`src/logic/tap_port_regs.vh`:
```
// Constants for the test access port: instruction codes, TAP states, widths.
// Included by the port logic only; no processes here.
`ifndef TAP_PORT_REGS_VH
`define TAP_PORT_REGS_VH

`define IR_WIDTH          4
`define INSN_BYPASS       4'hF
`define INSN_IDCODE       4'h1
`define INSN_ENABLE       4'h9
`define INSN_ERASE        4'hA
`define INSN_PROGRAM      4'hB
`define INSN_VERIFY       4'hC
`define IR_RESET_VALUE    4'h1
`define IR_CAPTURE_VALUE  4'h1
`define IDCODE_WIDTH      32
`define ROW_WIDTH         16
`define ROW_ADDR_WIDTH    4

`define ST_RESET          4'h0
`define ST_IDLE           4'h1
`define ST_SEL_DR         4'h2
`define ST_CAP_DR         4'h3
`define ST_SHIFT_DR       4'h4
`define ST_EXIT1_DR       4'h5
`define ST_PAUSE_DR       4'h6
`define ST_EXIT2_DR       4'h7
`define ST_UPD_DR         4'h8
`define ST_SEL_IR         4'h9
`define ST_CAP_IR         4'hA
`define ST_SHIFT_IR       4'hB
`define ST_EXIT1_IR       4'hC
`define ST_PAUSE_IR       4'hD
`define ST_EXIT2_IR       4'hE
`define ST_UPD_IR         4'hF

`endif

```
`src/logic/jtag_isp_tap_port.v`:
```
// Test access port with identification, bypass and in-system programming.
// Assumes tck, tms, tdi arrive asynchronously and are sampled by sys_clk,
// which must run several times faster than tck. Pin tri-state is resolved
// outside from the enables.
//
// Operation
// Code 1111 puts one-bit bypass stage
// All-ones instruction scan selects bypass
// Code 0001 shifts identification word out
// No test reset pin; power-up reset
// Sample tdi on rising tck
// Change tdo on falling tck
// Drive tdo only while shifting
// Controller keeps tms high outside use
// Code 1001 arms programming engine
// Enable precedes erase, program, verify
// Code 1010 erases whole array
// Code 1011 writes shifter to row
// Code 1100 reads row into shifter
// Pins default test; config frees them
// Pin cells stay usable as buried logic
// Sixteen-state controller, IR resets identification
// Unknown codes act as bypass
`include "tap_port_regs.vh"

module jtag_isp_tap_port #(
    parameter [31:0] ID_VALUE = 32'h0000_1001  // Arbitrary identification value
) (
    input  wire                        sys_clk,
    input  wire                        rst,
    input  wire                        tck,
    input  wire                        tms,
    input  wire                        tdi,
    output reg                         tdo,
    output reg                         tdo_oe,
    input  wire                        test_port_disable,
    input  wire [3:0]                  user_out,
    input  wire [3:0]                  user_oe,
    output wire [3:0]                  pin_out,
    output wire [3:0]                  pin_oe,
    output wire [3:0]                  user_in,
    output wire [3:0]                  buried_in,
    input  wire [`ROW_ADDR_WIDTH-1:0]  row_addr,
    output reg                         prog_armed,
    output reg  [`ROW_WIDTH-1:0]       row_read_data
);

    // ========================================================
    // Pin synchronisers and tck edges
    // ========================================================
    reg  [2:0] sync1;
    reg  [2:0] sync2;
    reg        tck_prev;
    reg        port_off;
    wire       tck_s  = sync2[2];
    wire       tms_s  = sync2[1];
    wire       tdi_s  = sync2[0];
    wire       tck_rise = tck_s & ~tck_prev & ~port_off;
    wire       tck_fall = ~tck_s & tck_prev & ~port_off;

    always @(posedge sys_clk or posedge rst) begin
        if (rst) begin
            sync1    <= 3'h7;
            sync2    <= 3'h7;
            tck_prev <= 1'b1;
        end else begin
            sync1    <= {tck, tms, tdi};
            sync2    <= sync1;
            tck_prev <= tck_s;
        end
    end

    // ========================================================
    // Pin ownership
    // ========================================================
    // Test by default; once disabled, stays general I/O
    always @(posedge sys_clk or posedge rst) begin
        if (rst) begin
            port_off <= 1'b0;
        end else if (test_port_disable) begin
            port_off <= 1'b1;
        end
    end

    // Pins are tck, tms, tdi, tdo in bits 3..0; only tdo is an output in test use
    assign pin_out   = port_off ? user_out : {3'h0, tdo};
    assign pin_oe    = port_off ? user_oe : {3'h0, tdo_oe};
    assign user_in   = port_off ? {tck, tms, tdi, 1'b0} : 4'h0;
    // Cell logic stays usable as buried logic
    assign buried_in = user_out;

    // ========================================================
    // TAP controller
    // ========================================================
    reg [3:0] state;
    reg [3:0] next_state;

    // Standard sixteen-state sequence
    always @* begin
        case (state)
            `ST_RESET: begin
                if (tms_s) begin
                    next_state = `ST_RESET;
                end else begin
                    next_state = `ST_IDLE;
                end
            end
            `ST_IDLE: begin
                if (tms_s) begin
                    next_state = `ST_SEL_DR;
                end else begin
                    next_state = `ST_IDLE;
                end
            end
            `ST_SEL_DR: begin
                if (tms_s) begin
                    next_state = `ST_SEL_IR;
                end else begin
                    next_state = `ST_CAP_DR;
                end
            end
            `ST_CAP_DR: begin
                if (tms_s) begin
                    next_state = `ST_EXIT1_DR;
                end else begin
                    next_state = `ST_SHIFT_DR;
                end
            end
            `ST_SHIFT_DR: begin
                if (tms_s) begin
                    next_state = `ST_EXIT1_DR;
                end else begin
                    next_state = `ST_SHIFT_DR;
                end
            end
            `ST_EXIT1_DR: begin
                if (tms_s) begin
                    next_state = `ST_UPD_DR;
                end else begin
                    next_state = `ST_PAUSE_DR;
                end
            end
            `ST_PAUSE_DR: begin
                if (tms_s) begin
                    next_state = `ST_EXIT2_DR;
                end else begin
                    next_state = `ST_PAUSE_DR;
                end
            end
            `ST_EXIT2_DR: begin
                if (tms_s) begin
                    next_state = `ST_UPD_DR;
                end else begin
                    next_state = `ST_SHIFT_DR;
                end
            end
            `ST_UPD_DR: begin
                if (tms_s) begin
                    next_state = `ST_SEL_DR;
                end else begin
                    next_state = `ST_IDLE;
                end
            end
            `ST_SEL_IR: begin
                if (tms_s) begin
                    next_state = `ST_RESET;
                end else begin
                    next_state = `ST_CAP_IR;
                end
            end
            `ST_CAP_IR: begin
                if (tms_s) begin
                    next_state = `ST_EXIT1_IR;
                end else begin
                    next_state = `ST_SHIFT_IR;
                end
            end
            `ST_SHIFT_IR: begin
                if (tms_s) begin
                    next_state = `ST_EXIT1_IR;
                end else begin
                    next_state = `ST_SHIFT_IR;
                end
            end
            `ST_EXIT1_IR: begin
                if (tms_s) begin
                    next_state = `ST_UPD_IR;
                end else begin
                    next_state = `ST_PAUSE_IR;
                end
            end
            `ST_PAUSE_IR: begin
                if (tms_s) begin
                    next_state = `ST_EXIT2_IR;
                end else begin
                    next_state = `ST_PAUSE_IR;
                end
            end
            `ST_EXIT2_IR: begin
                if (tms_s) begin
                    next_state = `ST_UPD_IR;
                end else begin
                    next_state = `ST_SHIFT_IR;
                end
            end
            default: begin
                if (tms_s) begin
                    next_state = `ST_SEL_DR;
                end else begin
                    next_state = `ST_IDLE;
                end
            end
        endcase
    end

    // ========================================================
    // Registers on rising tck; row read-back register updated every sys_clk
    // ========================================================
    reg  [3:0]             ir_shift;
    reg  [3:0]             ir;
    reg                    bypass_bit;
    reg  [31:0]            id_shift;
    reg  [`ROW_WIDTH-1:0]  prog_shift;
    reg  [`ROW_WIDTH-1:0]  rows [0:(1<<`ROW_ADDR_WIDTH)-1];
    integer                i;

    wire is_prog = (ir == `INSN_ENABLE) || (ir == `INSN_ERASE) ||
                   (ir == `INSN_PROGRAM) || (ir == `INSN_VERIFY);
    wire is_id   = (ir == `INSN_IDCODE);
    // Bypass for 1111 and any unknown code
    wire is_byp  = !is_prog && !is_id;

    // Power-up reset puts the test logic in reset
    always @(posedge sys_clk or posedge rst) begin
        if (rst) begin
            state       <= `ST_RESET;
            ir_shift    <= 4'h0;
            ir          <= `IR_RESET_VALUE;
            bypass_bit  <= 1'b0;
            id_shift    <= 32'h0;
            prog_shift  <= {`ROW_WIDTH{1'b0}};
            prog_armed  <= 1'b0;
            for (i = 0; i < (1 << `ROW_ADDR_WIDTH); i = i + 1) begin
                rows[i] <= {`ROW_WIDTH{1'b0}};
            end
        end else if (tck_rise) begin
            // Sample on rising tck
            state <= next_state;
            case (state)
                `ST_RESET: begin
                    // Reset selects identification
                    ir         <= `IR_RESET_VALUE;
                    prog_armed <= 1'b0;
                end
                `ST_CAP_IR: ir_shift <= `IR_CAPTURE_VALUE;
                // All-ones tdi leaves 1111 in the shifter
                `ST_SHIFT_IR: ir_shift <= {tdi_s, ir_shift[3:1]};
                `ST_UPD_IR: begin
                    ir <= ir_shift;
                    // Enable arms the engine
                    if (ir_shift == `INSN_ENABLE) begin
                        prog_armed <= 1'b1;
                    end
                end
                `ST_CAP_DR: begin
                    bypass_bit <= 1'b0;
                    id_shift   <= ID_VALUE;
                    // Verify copies row to shifter
                    if (ir == `INSN_VERIFY && prog_armed) begin
                        prog_shift <= rows[row_addr];
                    end
                end
                `ST_SHIFT_DR: begin
                    bypass_bit <= tdi_s;
                    // Identification shifts toward tdo
                    id_shift   <= {tdi_s, id_shift[31:1]};
                    prog_shift <= {tdi_s, prog_shift[`ROW_WIDTH-1:1]};
                end
                `ST_UPD_DR: begin
                    // Commands without enable are ignored
                    if (prog_armed && ir == `INSN_ERASE) begin
                        // Whole array erased
                        for (i = 0; i < (1 << `ROW_ADDR_WIDTH); i = i + 1) begin
                            rows[i] <= {`ROW_WIDTH{1'b1}};
                        end
                    end else if (prog_armed && ir == `INSN_PROGRAM) begin
                        // Shifter written to addressed row
                        rows[row_addr] <= prog_shift;
                    end
                end
                default: ;
            endcase
        end
    end

    always @(posedge sys_clk or posedge rst) begin
        if (rst) begin
            row_read_data <= {`ROW_WIDTH{1'b0}};
        end else begin
            row_read_data <= rows[row_addr];
        end
    end

    // ========================================================
    // Output on falling tck
    // ========================================================
    reg data_out;
    always @* begin
        if (state == `ST_SHIFT_IR) begin
            data_out = ir_shift[0];
        end else if (is_id) begin
            data_out = id_shift[0];
        end else if (is_prog) begin
            data_out = prog_shift[0];
        end else begin
            data_out = bypass_bit;
        end
    end

    // Update on falling tck, drive only while shifting
    always @(posedge sys_clk or posedge rst) begin
        if (rst) begin
            tdo    <= 1'b0;
            tdo_oe <= 1'b0;
        end else if (port_off) begin
            tdo_oe <= 1'b0;
        end else if (tck_fall) begin
            tdo    <= data_out;
            tdo_oe <= (state == `ST_SHIFT_DR) || (state == `ST_SHIFT_IR);
        end
    end

    // Relies on tms high outside use
endmodule

```
`config.mk`:
```
export PLATFORM = sky130hd
export DESIGN_NAME = jtag_isp_tap_port
export DESIGN_NICKNAME = d
export VERILOG_FILES = /design/src/logic/jtag_isp_tap_port.v
export VERILOG_INCLUDE_DIRS = /design/src /design/src/logic
export SDC_FILE = /design/constraint.sdc
export NUM_CORES = 1
export LEC_CHECK = 0
export CAP_MARGIN = 20
export CORE_MARGIN = 8
export CORE_UTILIZATION = 60
export CTS_BUF_LIST = sky130_fd_sc_hd__clkbuf_8 sky130_fd_sc_hd__clkbuf_16
export DETAILED_ROUTE_END_ITERATION = 6
export DONT_BUFFER_PORTS = 1
export PLACE_DENSITY = 0.76
export SLEW_MARGIN = 15
export SYNTH_ARGS = -nofsm -noshare
export SYNTH_HDL_FRONTEND = slang
export SYNTH_SLANG_ARGS = --single-unit
```
`constraint.sdc`:
```
create_clock -name sys_clk -period 15.6 [get_ports sys_clk]
set_clock_uncertainty 0.2 [all_clocks]
set_input_delay 2.34 -clock sys_clk [delete_from_list [all_inputs] [get_ports sys_clk]]
set_output_delay 2.34 -clock sys_clk [all_outputs]
set_load 0.05 [all_outputs]
```
==> results of run 1 <==
registers in the layout (all words and copies together) (netlist names):
register / flops
ir: 4
port_off: 1
ir_shift: 4
sync2: 3
id_shift: 31
rows: 256
prog_armed: 1
tck_prev: 1
tdo: 1
bypass_bit: 1
prog_shift: 16
tdo_oe: 1
state: 4
row_read_data: 16
sync1: 3
per-layer routing:
metal,wire length [um],global-route usage [%],vias to the layer above,share of wire (%)
met5,0,0,-,0
met4,842,7.797,0,2.5
met3,2758,4.748,71,8.1
met2,16500,36.09,406,48
met1,14070,31.35,5232,41
li1,-,-,4639,-
cell families (layout without fill, tap and decap cells):
family	Yosys count	in the layout	synth area share, %
mux	69	69	10.08
other cells	1	1	0.02526
flops	343	343	57.88
simple gates	429	429	11.77
buf+inv	131	102	4.071
compound gates	392	392	16.17
power breakdown:
group / switching [mW] / internal [mW] / total (mW) / leakage [nW]
sequential: 0.0172 / 0.895 / 0.912 / 3.28
clock: 0.336 / 0.481 / 0.817 / 0.589
combinational: 0.0385 / 0.0150 / 0.0536 / 1.92
total: 0.392 / 1.39 / 1.78 / 5.80
per-stage QoR:
stage | hold WS [ns] | instances | power (mW)
finish | 0.1621 | 1660 | 1.783
global route | 0.1666 | 1660 | 1.833
CTS | 0.1587 | 1654 | 1.796
detailed placement | 0.1468 | 1594 | 0.9822
global placement | 0.1461 | 1594 | 0.9820
floorplan | 0.1452 | 1365 | 0.9784
area by class of cell:
| cell class | count | area [sq um] | area share [%] |
|---|---|---|---|
| timing repair buffer | 32 | 267.8 | 1.654 |
| sequential | 343 | 8593 | 53.07 |
| clock buffer | 48 | 1077 | 6.653 |
| multi-input combinational | 891 | 5742 | 35.46 |
| inverter | 10 | 45.04 | 0.2782 |
| tap | 324 | 405.4 | 2.504 |
| clock inverter | 12 | 61.31 | 0.3786 |
final timing paths:
| path | endpoint | slack [ns] |
|---|---|---|
| min in group asynchronous | rows[194] | 1.49 |
| hold / removal | sync2[2] | 0.16 |
| setup reg to reg | rows[62] | 12.30 |
| hold reg to reg | sync2[2] | 0.16 |
| max in group asynchronous | rows[57] | 11.38 |
| setup / recovery | pin_oe[1] | 10.28 |
cells in the mapped netlist (11+ instances only):
cell type,count
and2_1,11
a22o_1,30
dfrtp_1,335
nor2_1,302
a21oi_1,269
a31oi_1,18
a22oi_1,35
o21ai_0,15
buf_2,60
clkbuf_1,49
nand2_1,78
mux4_2,64
cells in the final DEF, fill, tap and decap left out, types with 2 or more instances in the layout:
cell / count
nand2b_1: 3
a22oi_1: 35
buf_4: 30
inv_6: 2
mux4_2: 64
mux2_2: 4
nand2_1: 78
a22o_1: 30
clkbuf_16: 37
nor2b_1: 7
nand3_1: 10
nor2_2: 5
nand3b_1: 2
nor2b_2: 2
dfstp_2: 8
a211oi_4: 17
dfrtp_1: 335
or3_1: 2
inv_1: 16
clkinv_2: 2
clkbuf_8: 11
o21ai_0: 15
a21oi_1: 269
a31oi_1: 18
and2_1: 11
nor2_1: 297
==> out/qor.yml, run 1 <==
clock_tree:
  cts_tree: "done"
  clock_path_buffers: 3
  cts_buffers: 35
  cts_root_buf: "clkbuf_16"
  cts_hold_buf: 0
  cts_sinks: 343
  postCtsResizedCells: 0
  cts_htree_levels: 2
  clk_latency_ns: 0.51
  clk_pin_slew_ns: 0.06
  post_cts_buffers: 0
logic_synthesis:
  ys.flop_type: "dfrtp_1"
  synthesis.nets: 1383
  async_reset_ff_share_pct: 100.0
  yosysSeqAreaShare_pct: 57.88
  synth_edf_count: 0
  yosysTopAreaCell: "dfrtp_1"
  yosys-top-cells-area: "dfrtp_1, mux4_2, a21oi_1, nor2_1, buf_2"
  synth.distinct_cells: 45
  ys_warn_count: 0
  yosysTopAreaCellShare_pct: 56.46
  ys_ff_latch: 343
  synthCells: 1365
  synth_area_sq_mm: 0.01485
  synth_area_per_cell_sq_um: 10.88
flow_run:
  drv_cap: 0
finish:
  fin_nets: 1331
  design_area_sq_mm: 0.01619
  drive_above_1_share_pct: 14.37
  diodes: 0
  fin_util_pct: 66.58
  syn_to_final_growth_pct: 9.060
  num-fill-cells: 1761
place:
  port_buffers: 0
  dpl_cell_area_sq_mm: 0.01497
  routabilityCongestion: 0.8024
  dpl.hpwl_mm: 20.21
  place_ws_ns: 10.28
run_status:
  status: "finished clean"
grt:
  grt_start_max_net_pins: 149
  grt_overflow_total: 0
  track_usage_pct: 22.86
  grt_pass1_wl_mm: 55.55
  antenna_found_initial: 0
  grt_pass1_vias: 10392
critical_path:
  rr_worst_depth: 5
  path_delay_family: "simple AND/OR/NAND/NOR gates"
  max_stage_delay_ns: 0.43
  critical_path_buf_inv_count: 0
  cp-start-kind: "input pin"
  criticalPathCategory: "in -> out"
  reg2reg_from: "prog_armed"
  cp-end-kind: "output pin"
  critPathRequiredTime_ns: 13.06
  cp_slowest_cell: "and2_1"
  crit_cells: 1
  crit_start: "user_oe[1]"
  cp_max_fo: 1
  path_cells: "and2_1"
  cp_data_arrival_time_ns: 2.78
drt:
  first_pass_iters: 5
  finalWirelength_mm: 34.18
  routedWlPerCell_um: 20.59
  vias_per_cell: 6.234
  postRouteAntennaNets: 0
  drt_iter0_markers: 955
  drc: 0
  routed-via-count: 10348
hold_path:
  hold_class: "reg -> reg"
  whs_path_depth: 0
  min_from: "sync1[2]"
sta:
  tightest_slew_ns: 1.112
  setup_viol: 0
  period_needed_ns: 5.315
  fin_ws_ns: 10.28
  rsz0062_at_grt: "false"
  post-route-period-util_pct: 34.07
  finalHoldViolCount: 0
  max-slew-margin-rel_pct: 25.61
  fmax_mhz: 188.1
  setup_tns_ns: 0
  final_max_slew_viol_count: 0
floorplanning:
  initial_core_util_pct: 61.05
  die_x_um: 173.3
  dieArea_sq_mm: 0.03003
  row_count: 57
  die_h_um: 173.3
  coreArea_sq_mm: 0.02432
  ios: 53
power_and_ir_drop:
  irDropWorstVdd_mv: 0.09787
  power_density_mw_per_mm2: 110.1
  p_leak_nw: 5.795
(Power assumes the default switching activity.)
==> run 2, diff against run 1 <==
==> constraint.sdc (replaced) <==
create_clock -name sys_clk -period 4.9 [get_ports sys_clk]
set_clock_uncertainty 0.2 [all_clocks]
set_input_delay 0.735 -clock sys_clk [delete_from_list [all_inputs] [get_ports sys_clk]]
set_output_delay 0.735 -clock sys_clk [all_outputs]
set_load 0.05 [all_outputs]
==> run 2 against run 1 <==
Flip-flop and latch count did not move. Highest routed layer unchanged. Largest power group unchanged. Largest cell class unchanged. Worst hold slack lost 0.14 ns. Critical path depth is 4 higher.
==> out/qor.yml, run 2 (synthesized netlist as in run 1, its figures left out) <==
floorplanning:
  die_x_um: 173.3  # unchanged
  initial_core_util_pct: 61.05  # unchanged
  die_h_um: 173.3  # unchanged
  coreArea_sq_mm: 0.02432  # unchanged
  ios: 53  # unchanged
  dieArea_sq_mm: 0.03003  # unchanged
  row_count: 57  # unchanged
clock_tree:
  cts_hold_buf: 0  # unchanged
  cts_htree_levels: 2  # unchanged
  cts_sinks: 343  # unchanged
  clk_pin_slew_ns: 0.06  # about the same
  clk_latency_ns: 0.51  # about the same
  cts_buffers: 35  # unchanged
  cts_root_buf: "clkbuf_16"
  clock_path_buffers: 3  # unchanged
  post_cts_buffers: 0  # unchanged
  cts_tree: "done"
  postCtsResizedCells: 0  # unchanged
finish:
  largest_reg_flops: 256  # unchanged
  area.sequential_sq_mm: 0.008593  # unchanged
  final_cell_mix: "dfrtp_1, nor2_1, a21oi_1"
  multi_input_area_sq_mm: 0.005739  # about the same
  syn_to_final_growth_pct: 9.481
  largest_register: "rows"
  num-fill-cells: 1792  # +1.8%
  drive_above_1_share_pct: 14.46  # +0.085 points
  fin_nets: 1337  # +0.45%
  final_cells: 1666  # +0.36%
  layout_commonest_cell: "dfrtp_1"
  diodes: 0  # unchanged
  reg_top3: "rows x256, id_shift x31"
hold_path:
  hold_path_end: "sync1[1]"
  min_from: "tms"
  whs_path_depth: 0  # unchanged
  hold_class: "in -> reg"
drt:
  routedWlPerCell_um: 21.24  # +3.2%
  first_pass_iters: 6  # +1
  finalWirelength_mm: 35.39  # +3.5%
  drt_iter0_markers: 1043  # +9.2%
  vias_per_cell: 6.260  # +0.42%
  postRouteAntennaNets: 0  # unchanged
  drc: 0  # unchanged
  routed-via-count: 10429  # +0.78%
sta:
  tightest_slew_ns: 1.153  # +0.04088 ns
  setup_tns_ns: 0  # unchanged
  post-route-period-util_pct: 67.83
  period_needed_ns: 3.324
  final_max_slew_viol_count: 0  # unchanged
  whs_ns: 0.02272  # -0.1394 ns
  rsz0062_at_grt: "false"
  finalHoldViolCount: 0  # unchanged
  setup_viol: 0  # unchanged
  max-slew-margin-rel_pct: 22.88  # -2.7 points
  fmax_mhz: 300.9
critical_path:
  cp-start-kind: "flop"
  cp_max_fo: 18  # +17
  reg2reg_to: "rows[120]"
  critPathRequiredTime_ns: 5.04  # -8.02 ns
  cp_data_arrival_time_ns: 3.46  # +0.68 ns
  reg2reg_slack_ns: 1.58  # -10.72 ns
  rr_worst_depth: 5  # unchanged
  criticalPathCategory: "reg -> reg"
  cp-end-kind: "flop"
  reg2reg_from: "prog_armed"
grt:
  antenna_found_initial: 0  # unchanged
  track_usage_pct: 23.48  # +0.62 points
  grt_overflow_total: 0  # unchanged
  grt_start_max_net_pins: 170  # +14%
  grt_pass1_vias: 10446  # +0.52%
  grt_pass1_wl_mm: 57.04  # +2.7%
flow_run:
  drv_cap: 0  # unchanged
place:
  routabilityCongestion: 0.7899  # -1.6%
  dp_cells: 1597  # +0.19%
  port_buffers: 0  # unchanged
  dpl.hpwl_mm: 21.08  # +4.3%
run_status:
  status: "finished clean"
power_and_ir_drop:
  irDropWorstVdd_mv: 0.2931  # +200%
  p_leak_nw: 5.838  # +0.74%
  power_density_mw_per_mm2: 348.2  # +220%
-- run 2: changes by cell type in the layout (fill, tap and decap cells not counted), sizes merged --
cell,delta
clkinv,+5
buf,+6
clkbuf,-7
bufinv,+2
-- run 2: how the worst max path moves through the flow --
stage	from	end	slack, ns	cells past startpoint
2_1_floorplan	rst	bypass_bit	-0.62	1
3_3_place_gp	prog_armed	rows[38]	1.53	4
3_5_place_dp	row_addr[2]	rows[170]	1.56	6
4_1_cts	prog_armed	rows[120]	1.58	5
5_1_grt	prog_armed	rows[122]	1.45	6
6_report	prog_armed	rows[120]	1.58	5
-- run 2: through the flow --
step           setup slack [ns]  instance area, sq um  power [mW]  util, %
6_report                  1.576                 16250       5.659    66.84
5_1_grt                   1.446                 16250       5.829    66.84
4_1_cts                   1.583                 16170       5.710    66.50
3_5_place_dp              1.558                 15060       3.129    61.92
3_3_place_gp              1.528                 15020       3.127    61.77
2_1_floorplan           -0.6170                 14850       3.116        -
-- run 2: report_power, final --
part           internal, mW  leakage [nW]  switching [mW]  total (mW)
clock network          1.52         0.594            1.06        2.58
registers              2.85          3.28          0.0550        2.91
logic                0.0473          1.96           0.122       0.169
-- run 2: cell type report --
| class | instances | area share (%) |
|---|---|---|
| multi-input combinational | 891 | 35.31 |
| clock inverter | 19 | 0.8160 |
| sequential | 343 | 52.87 |
| inverter | 10 | 0.2540 |
| timing repair buffer | 38 | 2.225 |
| tap | 324 | 2.494 |
| clock buffer | 41 | 6.035 |
-- run 2: routing by layer --
| metal | global-route usage [%] | up-vias | wire length (um) |
|---|---|---|---|
| met4 | 8.803 | 0 | 1046 |
| met1 | 31.08 | 5274 | 14600 |
| met5 | 0 | - | 0 |
| li1 | - | 4652 | - |
| met3 | 4.509 | 76 | 2625 |
| met2 | 38.20 | 427 | 17120 |
-- run 2: worst max-delay path, stage by stage (launching register included) --
cell,delay [ns]
dfrtp_1,0.71
nand4b_1,0.25
nand2b_2,0.65
a211oi_4,0.97
buf_12,0.27
a21oi_1,0.09
==> run 3, diff against run 2 <==
--- a/config.mk
+++ b/config.mk
@@ -8,11 +8,11 @@
 export LEC_CHECK = 0
 export CAP_MARGIN = 20
 export CORE_MARGIN = 8
-export CORE_UTILIZATION = 60
+export CORE_UTILIZATION = 57
 export CTS_BUF_LIST = sky130_fd_sc_hd__clkbuf_8 sky130_fd_sc_hd__clkbuf_16
 export DETAILED_ROUTE_END_ITERATION = 6
 export DONT_BUFFER_PORTS = 1
-export PLACE_DENSITY = 0.76
+export PLACE_DENSITY = 0.75
 export SLEW_MARGIN = 15
 export SYNTH_ARGS = -nofsm -noshare
 export SYNTH_HDL_FRONTEND = slang
==> constraint.sdc (replaced) <==
create_clock -name sys_clk -period 3 [get_ports sys_clk]
set_clock_uncertainty 0.2 [all_clocks]
set_input_delay 0.45 -clock sys_clk [delete_from_list [all_inputs] [get_ports sys_clk]]
set_output_delay 0.45 -clock sys_clk [all_outputs]
set_load 0.05 [all_outputs]
==> run 3 against run 2 <==
Die area up 4.8%. Global-route usage is 0.74 points lower. Critical path type unchanged. Core utilization is 3.0 points lower. Highest routed layer is now met5.
==> out/qor.yml, run 3 (synthesized netlist as in run 1, its figures left out) <==
run_status:
  status: "finished clean"
floorplanning:
  die_x_um: 177.4  # +2.4%
  die_h_um: 177.4  # +2.4%
  dieArea_sq_mm: 0.03147  # +4.8%
  coreArea_sq_mm: 0.02584  # +6.2%
  row_count: 59  # +3.5%
  ios: 53  # unchanged
  initial_core_util_pct: 57.46  # -3.6 points
grt:
  grt_overflow_total: 0  # unchanged
  grt_pass1_vias: 10472  # +0.25%
  antenna_found_initial: 1  # +1
  grt_pass1_wl_mm: 56.77  # -0.47%
  track_usage_pct: 22.74  # -0.74 points
  grt_start_max_net_pins: 151  # -11%
flow_run:
  drv_cap: 0  # unchanged
finish:
  fin_nets: 1368  # +2.3%
  design_area_sq_mm: 0.01649  # +1.4%
  fin_util_pct: 63.82  # -3.0 points
  diodes: 0  # unchanged
  largest_reg_flops: 256  # unchanged
  drive_above_1_share_pct: 16.08  # +1.6 points
  syn_to_final_growth_pct: 11.06
  layout_commonest_cell: "dfrtp_1"
  largest_register: "rows"
  reg_top3: "rows x256, id_shift x31"
  final_cell_mix: "dfrtp_1, nor2_1, a21oi_1"
critical_path:
  reg2reg_to: "rows[184]"
  cp_slowest_cell: "dfrtp_1"
  critPathRequiredTime_ns: 3.23  # -1.81 ns
  cp_data_arrival_time_ns: 2.71  # -0.75 ns
  rr_worst_depth: 6  # +1
  max_stage_delay_ns: 0.52  # -0.45 ns
  reg2reg_from: "state[1]"
  cpMostUsedCell: "nor2_1"
  reg2reg_slack_ns: 0.52  # -1.06 ns
  path_delay_family: "simple AND/OR/NAND/NOR gates"
  path_cells: "nor2_1 -> nand2_4 -> a211oi_4 -> buf_4 -> nor2_1 -> a21oi_1"
  cp-start-kind: "flop"
  cp_max_fo: 22  # +4
  criticalPathCategory: "reg -> reg"
  critical_path_buf_inv_count: 1  # unchanged
  cp-end-kind: "flop"
hold_path:
  hold_path_end: "row_read_data[0]"
  min_from: "row_addr[1]"
  hold_class: "in -> reg"
  whs_path_depth: 3  # +3
sta:
  finalHoldViolCount: 0  # unchanged
  setup_viol: 0  # unchanged
  post-route-period-util_pct: 82.67  # +15 points
  fmax_mhz: 403.2  # +34%
  setup_tns_ns: 0  # unchanged
  whs_ns: 0.1212  # +0.09850 ns
  period_needed_ns: 2.480  # -0.8439 ns
  final_max_slew_viol_count: 0  # unchanged
  tightest_slew_ns: 1.071  # -0.08114 ns
  max-slew-margin-rel_pct: 28.31  # +5.4 points
  rsz0062_at_grt: "false"
drt:
  drt_iter0_markers: 979  # -6.1%
  routedWlPerCell_um: 20.42  # -3.9%
  routed-via-count: 10390  # -0.37%
  postRouteAntennaNets: 0  # unchanged
  vias_per_cell: 6.101  # -2.5%
  drc: 0  # unchanged
  finalWirelength_mm: 34.77  # -1.8%
  first_pass_iters: 5  # -1
power_and_ir_drop:
  p_leak_nw: 5.966  # +2.2%
  power_density_mw_per_mm2: 567.5  # +63%
  irDropWorstVdd_mv: 0.4918  # +68%
clock_tree:
  clk_pin_slew_ns: 0.06  # about the same
  clk_latency_ns: 0.51  # about the same
  cts_buffers: 35  # unchanged
  cts_sinks: 343  # unchanged
  postCtsResizedCells: 0  # unchanged
  cts_root_buf: "clkbuf_16"
  clock_path_buffers: 3  # unchanged
  cts_tree: "done"
  cts_htree_levels: 2  # unchanged
place:
  dpl_cell_area_sq_mm: 0.01523  # +1.2%
  routabilityCongestion: 0.8325  # +5.4%
  dpl.hpwl_mm: 20.79  # -1.4%
  port_buffers: 0  # unchanged
[run 3: changes by cell type in the layout (fill, tap and decap cells not counted), sizes merged]
| cell | before | now |
|---|---|---|
| clkinvlp | 1 | 3 |
| buf | 38 | 64 |
| bufinv | 2 | 3 |
| inv | 19 | 13 |
| dlygate4sd3 | 0 | 5 |
| clkinv | 7 | 5 |
[run 3: worst max-delay path by stage]
stage	slack, ns	from	endpoint	cells past startpoint
after floorplan	-2.23	rst	bypass_bit	1
after global placement	0.61	state[1]	rows[195]	5
after detailed placement	0.56	state[1]	rows[198]	5
after CTS	0.53	state[1]	rows[184]	6
after global routing	0.37	state[1]	rows[184]	6
final	0.52	state[1]	rows[184]	6
[run 3: worst register-to-register path: stages, from the launching register on]
cell and delay (ns):
dfrtp_1 0.52, nor2_1 0.35, nand2_4 0.36, a211oi_4 0.33
buf_4 0.34, nor2_1 0.13, a21oi_1 0.16
[run 3: metal layers]
| layer | part of all wire, % | GRT usage, % |
|---|---|---|
| met3 | 7.0 | 4.553 |
| met1 | 42 | 31.58 |
| met2 | 48 | 35.81 |
| met4 | 2.4 | 7.225 |
| met5 | 0.037 | 0 |
[run 3: what timing repair did]
action                                  CTS  global route
buffers inserted                          0             0
endpoints found under the setup margin    0             0
hold endpoints to repair                214             0
hold buffers                              5             0
[run 3: cell type report]
type | count | area (sq um)
fill | 1930 | 9349
sequential | 343 | 8593
multi-input combinational | 891 | 5737
clock buffer | 41 | 980.9
timing repair buffer | 69 | 571.8
tap | 335 | 419.2
clock inverter | 14 | 145.1
inverter | 10 | 41.29
[run 3: through the flow]
stage | instances | setup slack (ns) | total power [mW]
after floorplan | 1365 | -2.232 | 5.089
after global placement | 1632 | 0.6112 | 5.116
after detailed placement | 1633 | 0.5557 | 5.118
after CTS | 1693 | 0.5280 | 9.424
after global routing | 1703 | 0.3746 | 9.631
final | 1703 | 0.5200 | 9.356
[run 3: report_power, final]
part,switching (mW),internal (mW),total [mW]
clock network,1.75,2.57,4.32
logic,0.207,0.0883,0.295
registers,0.0842,4.66,4.74
